### config.mk
export PLATFORM = sky130hd
export DESIGN_NAME = cmpev_top
export DESIGN_NICKNAME = d
export VERILOG_FILES = /design/src/cmpev_pkg.sv /design/src/cmpev_sig_if.sv /design/src/cmpev_sync.sv /design/src/cmpev_cond.sv /design/src/cmpev_top.sv
export SDC_FILE = /design/constraint.sdc
export NUM_CORES = 1
export LEC_CHECK = 0
export BUFFER_PORTS_ARGS = -buffer_cell sky130_fd_sc_hd__buf_4
export CAP_MARGIN = 20
export CORE_MARGIN = 2
export CORE_UTILIZATION = 53
export DETAILED_ROUTE_END_ITERATION = 6
export PLACE_DENSITY_LB_ADDON = 0.1
export SYNTH_ARGS = -nofsm -noshare
export SYNTH_HDL_FRONTEND = slang
export SYNTH_HIERARCHICAL = 1
export SYNTH_SLANG_ARGS = --single-unit
### constraint.sdc
create_clock -name clock -period 2.45 [get_ports clock]
set_clock_uncertainty 0.15 [all_clocks]
set_input_delay 0.245 -clock clock [delete_from_list [all_inputs] [get_ports clock]]
set_output_delay 0.245 -clock clock [all_outputs]
set_load 0.01 [all_outputs]
### src/cmpev_pkg.sv
// constants, encodings and register map of the comparator event logic
package cmpev_pkg;
    localparam int NUM_COMP = 3;
    localparam int AW       = 8;

    // register byte offsets
    localparam logic [7:0] ADDR_RAW   = 8'h00;
    localparam logic [7:0] ADDR_MASK  = 8'h04;
    localparam logic [7:0] ADDR_MIS   = 8'h08;
    localparam logic [7:0] ADDR_REF   = 8'h0c;
    localparam logic [7:0] ADDR_VALUE = 8'h10;
    localparam logic [7:0] ADDR_CTRL0 = 8'h20;

    // per-comparator control word layout
    localparam int CTRL_W     = 10;
    localparam int TRIG_LSB   = 0;
    localparam int INT_LSB    = 3;
    localparam int SRC_LSB    = 6;
    localparam int POL_LSB    = 8;
    localparam logic [CTRL_W-1:0] CTRL_RST = 10'h000;

    // internal reference register layout
    localparam int REF_LVL_W   = 5;
    localparam int REF_EN_BIT  = 8;
    localparam logic [REF_LVL_W-1:0] REF_LVL_RST = 5'h00;
    localparam logic [REF_LVL_W-1:0] REF_LVL_MAX = 5'h1b;
    localparam logic                 REF_EN_RST  = 1'b0;

    localparam logic [NUM_COMP-1:0] MASK_RST = 3'h0;

    typedef enum logic [2:0] {
        COND_NONE = 3'h0,
        COND_HIGH = 3'h1,
        COND_LOW  = 3'h2,
        COND_FALL = 3'h3,
        COND_RISE = 3'h4,
        COND_BOTH = 3'h5
    } cmpev_cond_e;

    typedef enum logic [1:0] {
        SRC_OWN_PIN    = 2'h0,
        SRC_SHARED_PIN = 2'h1,
        SRC_INTERNAL   = 2'h2
    } cmpev_src_e;

    typedef enum logic [1:0] {
        POL_NORMAL = 2'h0,
        POL_INVERT = 2'h1,
        POL_LEGACY = 2'h2
    } cmpev_pol_e;
endpackage : cmpev_pkg

### src/cmpev_sig_if.sv
// synchronised comparator level with its edge pulses
`timescale 1ns/1ps
interface cmpev_sig_if;
    logic level;
    logic rise;
    logic fall;
    modport src (output level, output rise, output fall);
    modport snk (input level, input rise, input fall);
endinterface : cmpev_sig_if

### src/cmpev_sync.sv
// two-stage synchroniser and edge detector for one comparator output
`timescale 1ns/1ps
module cmpev_sync (
    input  wire logic   clock,
    input  wire logic   reset,
    input  wire logic   async_in,
    cmpev_sig_if.src    sig
);
    logic meta_r;
    logic sync_r;
    logic prev_r;

    // meta_r feeds sync_r only; the analog output has no relation to clock
    always_ff @(posedge clock) begin
        if (reset) begin
            meta_r <= 1'b0;
            sync_r <= 1'b0;
            prev_r <= 1'b0;
        end else begin
            meta_r <= async_in;
            sync_r <= meta_r;
            prev_r <= sync_r;
        end
    end

    assign sig.level = sync_r;
    assign sig.rise  = sync_r & ~prev_r;
    assign sig.fall  = ~sync_r & prev_r;
endmodule : cmpev_sync

### src/cmpev_cond.sv
// evaluates one level or edge condition against a synchronised output
`timescale 1ns/1ps
module cmpev_cond
    import cmpev_pkg::*;
(
    input  wire logic [2:0] sel,
    cmpev_sig_if.snk        sig,
    output wire logic       hit
);
    wire is_high = (sel == COND_HIGH) & sig.level;
    wire is_low  = (sel == COND_LOW) & ~sig.level;
    wire is_fall = ((sel == COND_FALL) | (sel == COND_BOTH)) & sig.fall;
    wire is_rise = ((sel == COND_RISE) | (sel == COND_BOTH)) & sig.rise;

    // none and unused codes never hit
    assign hit = is_high | is_low | is_fall | is_rise;
endmodule : cmpev_cond

### src/cmpev_top.sv
// comparator event logic: conditions, triggers, interrupt and wishbone registers
//
// Design decisions made here: the Wishbone slave port and the placing of the registers.
`timescale 1ns/1ps

module cmpev_top
    import cmpev_pkg::*;
(
    input  wire logic                  clock,
    input  wire logic                  reset,
    input  wire logic                  wb_cyc_i,
    input  wire logic                  wb_stb_i,
    input  wire logic                  wb_we_i,
    input  wire logic [AW-1:0]         wb_adr_i,
    input  wire logic [3:0]            wb_sel_i,
    input  wire logic [31:0]           wb_dat_i,
    output logic      [31:0]           wb_dat_o,
    output logic                       wb_ack_o,
    input  wire logic [NUM_COMP-1:0]   comp_out_async,
    output logic      [NUM_COMP-1:0]   comp_pin_out,
    output logic      [NUM_COMP-1:0]   adc_trigger,
    output logic      [2*NUM_COMP-1:0] reference_source_select,
    output logic                       ref_power_up,
    output logic      [REF_LVL_W-1:0]  ref_level,
    output logic                       irq
);
    logic [CTRL_W-1:0]    ctrl_r [NUM_COMP];
    logic [NUM_COMP-1:0]  raw_r;
    logic [NUM_COMP-1:0]  mask_r;
    logic                 ref_en_r;
    logic [REF_LVL_W-1:0] ref_lvl_r;
    logic                 ack_r;
    logic [31:0]          dat_r;
    logic [NUM_COMP-1:0]  trig_r;
    logic [NUM_COMP-1:0]  pin_r;
    logic [2*NUM_COMP-1:0] src_r;
    logic                 irq_r;
    logic                 pwr_r;
    logic [REF_LVL_W-1:0] lvl_out_r;

    logic [NUM_COMP-1:0]  lvl;
    logic [NUM_COMP-1:0]  rise;
    logic [NUM_COMP-1:0]  trig_hit;
    logic [NUM_COMP-1:0]  int_hit;
    logic [NUM_COMP-1:0]  ctrl_wr;
    logic [NUM_COMP-1:0]  pin_nxt;
    logic [2*NUM_COMP-1:0] src_nxt;
    logic [31:0]          ctrl_rd [NUM_COMP];

    // bus decode
    wire        req      = wb_cyc_i & wb_stb_i;
    wire        wr_go    = req & wb_we_i & ack_r;
    wire        rd_load  = req & ~ack_r;
    wire [31:0] byte_msk = {{8{wb_sel_i[3]}}, {8{wb_sel_i[2]}}, {8{wb_sel_i[1]}}, {8{wb_sel_i[0]}}};
    wire        hit_raw  = (wb_adr_i == ADDR_RAW);
    wire        hit_mask = (wb_adr_i == ADDR_MASK);
    wire        hit_mis  = (wb_adr_i == ADDR_MIS);
    wire        hit_ref  = (wb_adr_i == ADDR_REF);
    wire        hit_val  = (wb_adr_i == ADDR_VALUE);
    wire        wr_raw   = wr_go & hit_raw;
    wire        wr_mask  = wr_go & hit_mask;
    wire        wr_ref   = wr_go & hit_ref;

    wire [NUM_COMP-1:0]  raw_clr  = wr_raw ? (wb_dat_i[NUM_COMP-1:0] & byte_msk[NUM_COMP-1:0])
                                           : {NUM_COMP{1'b0}};
    wire [NUM_COMP-1:0]  mask_nxt = (mask_r & ~byte_msk[NUM_COMP-1:0])
                                  | (wb_dat_i[NUM_COMP-1:0] & byte_msk[NUM_COMP-1:0]);
    wire [NUM_COMP-1:0]  mis      = raw_r & mask_r;
    // a new event in the clearing cycle survives the clear
    wire [NUM_COMP-1:0]  raw_nxt  = (raw_r & ~raw_clr) | int_hit;

    // reference level codes above the top step are held at the top step
    wire [REF_LVL_W-1:0] ref_req  = wb_sel_i[0] ? wb_dat_i[REF_LVL_W-1:0] : ref_lvl_r;
    wire [REF_LVL_W-1:0] lvl_nxt  = (ref_req > REF_LVL_MAX) ? REF_LVL_MAX : ref_req;
    wire                 en_nxt   = wb_sel_i[1] ? wb_dat_i[REF_EN_BIT] : ref_en_r;

    wire [31:0] rd_fixed = hit_raw  ? {{(32-NUM_COMP){1'b0}}, raw_r}
                         : hit_mask ? {{(32-NUM_COMP){1'b0}}, mask_r}
                         : hit_mis  ? {{(32-NUM_COMP){1'b0}}, mis}
                         : hit_ref  ? {23'h000000, ref_en_r, 3'h0, ref_lvl_r}
                         : hit_val  ? {{(32-NUM_COMP){1'b0}}, lvl}
                         : 32'h00000000;

    logic [31:0] rd_ctrl;
    always_comb begin
        rd_ctrl = 32'h00000000;
        for (int k = 0; k < NUM_COMP; k++) begin
            rd_ctrl = rd_ctrl | ctrl_rd[k];
        end
    end
    wire [31:0] rd_data = rd_fixed | rd_ctrl;

    // per comparator datapath
    for (genvar i = 0; i < NUM_COMP; i++) begin : g_comp
        cmpev_sig_if sig ();

        cmpev_sync u_sync (
            .clock    (clock),
            .reset    (reset),
            .async_in (comp_out_async[i]),
            .sig      (sig.src)
        );

        // two separate evaluators keep trigger and interrupt independent
        cmpev_cond u_trig (
            .sel (ctrl_r[i][TRIG_LSB +: 3]),
            .sig (sig.snk),
            .hit (trig_hit[i])
        );

        cmpev_cond u_int (
            .sel (ctrl_r[i][INT_LSB +: 3]),
            .sig (sig.snk),
            .hit (int_hit[i])
        );

        assign lvl[i]  = sig.level;
        assign rise[i] = sig.rise;

        localparam logic [7:0] CTRL_ADDR = ADDR_CTRL0 + 8'(4 * i);
        wire hit_ctrl   = (wb_adr_i == CTRL_ADDR);
        assign ctrl_wr[i] = wr_go & hit_ctrl;
        assign ctrl_rd[i] = hit_ctrl ? {{(32-CTRL_W){1'b0}}, ctrl_r[i]} : 32'h00000000;

        // legacy and unused polarity codes pass the true result
        wire inv = (ctrl_r[i][POL_LSB +: 2] == POL_INVERT);
        assign pin_nxt[i] = sig.level ^ inv;

        // comparator zero owns the shared pin, so shared folds onto own
        wire [1:0] src_sel = ctrl_r[i][SRC_LSB +: 2];
        assign src_nxt[2*i +: 2] = ((i == 0) && (src_sel == SRC_SHARED_PIN)) ? SRC_OWN_PIN
                                 : (src_sel == 2'h3) ? SRC_OWN_PIN : src_sel;

        always_ff @(posedge clock) begin
            if (reset) begin
                ctrl_r[i] <= CTRL_RST;
            end else if (ctrl_wr[i]) begin
                ctrl_r[i] <= (ctrl_r[i] & ~byte_msk[CTRL_W-1:0]) | (wb_dat_i[CTRL_W-1:0] & byte_msk[CTRL_W-1:0]);
            end
        end
    end

    // wishbone slave: ack one cycle after the request, write on the acked edge
    always_ff @(posedge clock) begin
        if (reset) begin
            ack_r <= 1'b0;
            dat_r <= 32'h00000000;
        end else begin
            ack_r <= req & ~ack_r;
            if (rd_load) begin
                dat_r <= rd_data;
            end
        end
    end

    // interrupt status, mask and forwarding
    always_ff @(posedge clock) begin
        if (reset) begin
            raw_r  <= {NUM_COMP{1'b0}};
            mask_r <= MASK_RST;
            irq_r  <= 1'b0;
        end else begin
            raw_r <= raw_nxt;
            if (wr_mask) begin
                mask_r <= mask_nxt;
            end
            irq_r <= |mis;
        end
    end

    // internal reference
    always_ff @(posedge clock) begin
        if (reset) begin
            ref_en_r  <= REF_EN_RST;
            ref_lvl_r <= REF_LVL_RST;
        end else if (wr_ref) begin
            ref_en_r  <= en_nxt;
            ref_lvl_r <= lvl_nxt;
        end
    end

    // registered outputs
    always_ff @(posedge clock) begin
        if (reset) begin
            trig_r    <= {NUM_COMP{1'b0}};
            pin_r     <= {NUM_COMP{1'b0}};
            src_r     <= {(2*NUM_COMP){1'b0}};
            pwr_r     <= 1'b0;
            lvl_out_r <= REF_LVL_RST;
        end else begin
            trig_r    <= trig_hit;
            pin_r     <= pin_nxt;
            src_r     <= src_nxt;
            pwr_r     <= ref_en_r;
            lvl_out_r <= ref_lvl_r;
        end
    end

    assign wb_ack_o                = ack_r;
    assign wb_dat_o                = dat_r;
    assign adc_trigger             = trig_r;
    assign comp_pin_out            = pin_r;
    assign reference_source_select = src_r;
    assign ref_power_up            = pwr_r;
    assign ref_level               = lvl_out_r;
    assign irq                     = irq_r;

    wire [2:0] trig_sel0 = ctrl_r[0][TRIG_LSB +: 3];
    wire [2:0] int_sel0  = ctrl_r[0][INT_LSB +: 3];
    wire [1:0] pol0      = ctrl_r[0][POL_LSB +: 2];
endmodule : cmpev_top

### Yosys cells after proc, flatten, opt, wreduce, memory -nomap -nowiden

Memories as Yosys holds them, arrays and structs flattened.
Index checks and enable logic that the tools add are counted.

* reductions and logical operators: 6
* order comparisons: 1
* equality and inequality tests: 44
* bitwise logic cells: 102
* multiplexer cells: 25

Operators by type and width (number)
* $or 32x32->32: 2
* $mux 10: 6
* $and 1x1->1: 40
* $and 10x10->10: 4
* $eq 3x2->1 const B: 12
* $eq 3x3->1 const B: 12
* $mux 9: 4
* $or 1x1->1: 33
* $or 9x32->32: 1
* $or 10x10->10: 3
* $eq 8x6->1 const B: 3
* $eq 3x1->1 const B: 6
* $eq 8x4->1 const B: 2
* $and 3x3->3: 4
* $mux 1: 11
* $mux 5: 2
* $not 10->10: 1
* $eq 2x1->1 const B: 4
* $eq 8x3->1 const B: 1
* $eq 8x5->1 const B: 1
* $logic_not 8->1: 1
* $not 1->1: 7
* $eq 2x2->1 const B: 3
* $mux 3: 2
* other kinds (7): 13

* logic and storage cells: 202
* bits of input ports: 52
* memories: 1
* bits in registers: 73
* RAM bits: 30
* output and inout port bits: 52

Memory list
* ctrl_r: words 3, bits a word 10, rd ports 3, clocked after Yosys merged registers in 0, write ports 3, line cmpev_top.sv:27 `logic [CTRL_W-1:0] ctrl_r [NUM_COMP];`

### Depth between registers and ports, before layout

* depth after elaboration: 8
* depth in mapped cells: 6
* depth with buffers taken out: 5

### Modules after synthesis

The synthesis kept the hierarchy.

By module, submodules not included
* cmpev_top: cells each 363, times used 1, seq. area each 1741.7 µm², area an instance 3459.6 µm²
* cmpev_cond: cells each 7, times used 6, seq. area each 0.0 µm², area an instance 50.0 µm²
* cmpev_sync: cells each 8, times used 3, seq. area each 60.1 µm², area an instance 91.3 µm²

### Worst setup path before layout

No wires, ideal clock.

* kind: input-to-reg
* start: in wb_adr_i[4]
* end: mem ctrl_r[1][0], enable pin
* buffers on the path: 1
* required time: 1.964 ns
* setup slack: 0.574 ns
* setup time: 0.336 ns
* stages: 4
* arrival: 1.390 ns
* path through: or4b_1 -> buf_2 -> nor2_4 -> a21o_1

RTL lines
* from (decl): line cmpev_top.sv:14 `input wire logic [AW-1:0] wb_adr_i,`
* to (decl): line cmpev_top.sv:27

==> results.json <==
{
  "cts.root.buffer_cell": "sky130_fd_sc_hd__clkbuf_8",
  "drc_viols": 0,
  "maxCapViolations": 0,
  "rr_startpoint": "wb_ack_o$_SDFF_PP0_",
  "fp.coreArea_um2": 7330,
  "maximum_number_of_pins_on_one_net_before_global_route_repair": 40,
  "post-route-util_pct": 63.9,
  "detail_route.wl_per_cell_um": 17.0,
  "grt_setup_unrepaired": "false",
  "final_antenna_net_count": 0,
  "ctsHoldBuffers": 3,
  "area.growth.synth_to_final_pct": 16.1,
  "worst-endpoint-arrival_ns": 2.06,
  "p_sw_share_pct": 26.7,
  "critPathRequiredTime_ns": 2.53,
  "finalHoldViolCount": 0,
  "number_of_global_route_vias_before_repair": 3170,
  "async_set_or_reset_flop_fraction_in_the_synthesized_netlist_pct": 0,
  "die_boundary_height_um": 91.2,
  "yosys_warnings": 6,
  "total_of_cells_resized_after_clock_tree_synthesis": 0,
  "global_route.usage.met1_pct": 32.9,
  "drt_pre_antenna_iters": 5,
  "synthesis.instances": 429,
  "pwr_density_cell_nw_per_um2": 571,
  "worstSkewPairLatency_ns": 0.36,
  "final-max-slew-violation-count": 0,
  "synth-edff-count": 30,
  "r2r_cells": 4,
  "reg_power_share_pct": 55.2,
  "outcome": "finished, final reports clean",
  "cts.htree.levels": 3,
  "path_cells": "nand4_1, or4b_1, o21ai_1, a21oi_1",
  "finish.net_count": 542,
  "placed_area_um2": 4480,
  "grtUsageMet3_pct": 5.81,
  "timing.critical_path.slowest_stage_cell": "sky130_fd_sc_hd__or4b_1",
  "irDropWorstVdd_mv": 0.311,
  "maxSlewHeadroom_pct": 63.9,
  "route.final.wire_length_um": 10100,
  "syn-cell-area_um2": 4030,
  "cts.sinks": 81,
  "fillerInstances": 633,
  "hpwl_um": 7200,
  "min_period_ns": 1.98,
  "post-place-cells": 575,
  "timing.critical_path.buf_inv": 0,
  "postSynth.topFlopCell": "sky130_fd_sc_hd__dfxtp_1",
  "critPathTopFamily": "simple AND/OR/NAND/NOR gates",
  "syn_avg_cell_area_um2": 9.40,
  "tritoncts.num_buffers": 9,
  "floorplan.initialDensity_pct": 55.0,
  "post-cts-setup-buffer-count": 0,
  "timing.critical_path.to_type": "register",
  "switchingPower_mw": 0.715,
  "die-width_um": 91.2,
  "seq_total_area_yosys_pct": 47.6,
  "final_layout_size_suffix_gt1_share_pct": 21.2,
  "number_of_antenna_violations_at_the_first_check_in_global_routing": 0,
  "antenna_cells": 0,
  "combPwrFrac_pct": 11.8,
  "clkTransAtPathRegs_ns": 0.08,
  "finalNonFillerCells": 594,
  "number_of_cell_rows": 31,
  "postSynthRegisterBits": 81,
  "boundaryPins": 104,
  "tns_ns": 0,
  "replace_congestion": 0.894,
  "timing.critical_path.fanout_max": 6,
  "fmax_mhz": 505,
  "drt_iter0_drc": 228,
  "gr-usage-all-layers_pct": 24.8,
  "report.final.setup_viol": 0,
  "grt-busiest-layer": "met2",
  "grt.met2_usage_pct": 38.6,
  "drt_via_density": 5.78,
  "die-area_um2": 8320,
  "timing.final.ws_setup_ns": 0.472,
  "timing.critical_path.from_type": "register",
  "layout.cells.most_common": "sky130_fd_sc_hd__buf_4",
  "stdcell_area_um2": 4680,
  "layout.cells.most_common_list": "sky130_fd_sc_hd__buf_4 (64), sky130_fd_sc_hd__nand2_1 (59), sky130_fd_sc_hd__a21oi_1 (55)",
  "max_slew.worst_pin.slew_ns": 0.537,
  "buffer_ports.inserted": 57,
  "cpPeakStageDelay_ns": 0.70,
  "netlist-cell-type-count": 51,
  "p_clk_share_pct": 33.0,
  "hold_depth": 3,
  "layout_worst_path_cycle_share_pct": 80.8,
  "leakagePower_nw": 1.81,
  "wire_length_of_the_first_global_routing_pass_um": 16100,
  "holdPathEnd": "ref_en_r$_SDFFE_PP0P_",
  "grt-ovfl-total": 0,
  "via_count": 3433,
  "hold_path_startpoint": "wb_dat_i[8]",
  "detailedPlace.worstSlack_ns": 0.234,
  "clock_path_buffers": 2,
  "worst-r2r-setup-slack_ns": 0.47,
  "setup.worst_path.class": "reg2reg",
  "tritoncts": "built",
  "class_of_the_worst_hold_path": "in2reg",
  "p_int_mw": 1.96
}
-- routing by layer --
layer,part of all wire [%],vias to the layer above,wire length [um]
met5,0,-,0
met4,2.0,0,205
met3,6.3,19,635
met2,47,144,4770
met1,45,1645,4510
li1,-,1625,-
-- cell families after synthesis --
| family | Yosys count | synth area share, % |
|---|---|---|
| AND/OR/NAND/NOR | 167 | 22.2 |
| XOR/XNOR | 3 | 0.651 |
| other | 1 | 0.0930 |
| buffers and inverters | 54 | 7.75 |
| flip-flops | 81 | 47.6 |
| multiplexers | 10 | 2.54 |
| AO/OA/AOI/OAI | 113 | 19.1 |
-- worst register-to-register path, delay by kind of cell (launching register included) --
family          cells  cell delay (ns)
compound gates      2             0.25
flops               1             0.38
simple gates        2             1.08
-- flip-flops by register name (all words and copies together), names as in the netlist, named ones only --
register and count:
ctrl_r 30, wb_dat_o 10, reference_source_select 6, ref_level 5, ref_lvl_r 5, adc_trigger 3, comp_pin_out 3, g_comp.u_sync/meta_r 3
g_comp.u_sync/prev_r 3, g_comp.u_sync/sig.level 3, raw_r 3, irq 1, ref_en_r 1, ref_power_up 1, wb_ack_o 1
-- how the worst max path moves through the flow --
stage                                    from                    endpoint  slack, ns  cells after the start
final                     wb_ack_o$_SDFF_PP0_                    register       0.47                      4
after global routing      wb_ack_o$_SDFF_PP0_  ctrl_r[2][3]$_SDFFCE_PN0P_       0.38                      4
after CTS                 wb_ack_o$_SDFF_PP0_                    register       0.54                      4
after global placement            wb_adr_i[4]  ctrl_r[1][0]$_SDFFCE_PN0P_       0.30                      5
after floorplan                   wb_adr_i[4]  ctrl_r[1][0]$_SDFFCE_PN0P_       0.57                      4
after detailed placement          wb_adr_i[4]  ctrl_r[1][8]$_SDFFCE_PN0P_       0.23                      5
-- layout make-up --
cell class	count	area, um2	share of cell area, %
inverter	14	52.6	1.12
tap	99	124	2.65
timing repair buffer	68	531	11.3
clock inverter	5	30.0	0.641
sequential	81	1920	41.0
multi-input combinational	316	1880	40.2
clock buffer	11	141	3.02
-- cell usage after synthesis, types with 2 or more instances --
cell type,n,share of area (%)
sky130_fd_sc_hd__a2111oi_0,2,0.43
sky130_fd_sc_hd__a211oi_1,8,1.5
sky130_fd_sc_hd__a211oi_2,6,1.9
sky130_fd_sc_hd__a21o_1,2,0.37
sky130_fd_sc_hd__a21oi_1,55,6.8
sky130_fd_sc_hd__a221oi_1,5,1.1
sky130_fd_sc_hd__a22o_1,2,0.43
sky130_fd_sc_hd__a31oi_1,6,0.93
sky130_fd_sc_hd__and4_1,2,0.43
sky130_fd_sc_hd__buf_4,23,4.3
sky130_fd_sc_hd__buf_6,3,0.84
sky130_fd_sc_hd__clkbuf_1,13,1.2
sky130_fd_sc_hd__dfxtp_1,51,25
sky130_fd_sc_hd__edfxtp_1,30,22
sky130_fd_sc_hd__inv_1,14,1.3
sky130_fd_sc_hd__mux2_2,2,0.56
sky130_fd_sc_hd__mux2i_1,8,2.0
sky130_fd_sc_hd__nand2_1,59,5.5
sky130_fd_sc_hd__nand3_1,7,0.87
sky130_fd_sc_hd__nand3b_1,4,0.74
sky130_fd_sc_hd__nor2_1,26,2.4
sky130_fd_sc_hd__nor2_4,2,0.56
sky130_fd_sc_hd__nor2b_1,29,4.5
sky130_fd_sc_hd__nor3_1,10,1.2
sky130_fd_sc_hd__nor3b_1,6,1.1
sky130_fd_sc_hd__nor4_1,6,0.93
sky130_fd_sc_hd__o21ai_0,5,0.62
sky130_fd_sc_hd__o21ai_1,8,0.99
sky130_fd_sc_hd__o2bb2ai_1,4,0.87
sky130_fd_sc_hd__o32ai_2,6,2.4
sky130_fd_sc_hd__or2_2,2,0.31
sky130_fd_sc_hd__or4b_1,2,0.50
sky130_fd_sc_hd__xnor2_1,3,0.65
-- power groups by stage --
stage                     Sequential (mW)  Clock [mW]  Combinational [mW]
final                                1.48       0.882               0.317
after global routing                 1.48       0.950               0.344
after CTS                            1.48       0.891               0.314
after detailed placement             1.51           0               0.309
after global placement               1.50           0               0.305
after floorplan                      1.51           0               0.203
-- through the flow --
stage / hold slack (ns) / total power, mW
floorplan: 0.167 / 1.71
global placement: 0.269 / 1.81
detailed placement: 0.271 / 1.82
CTS: 0.00996 / 2.68
global route: 0.0150 / 2.78
finish: 0.0164 / 2.68
Note: power is estimated with default switching activity, not from simulation.
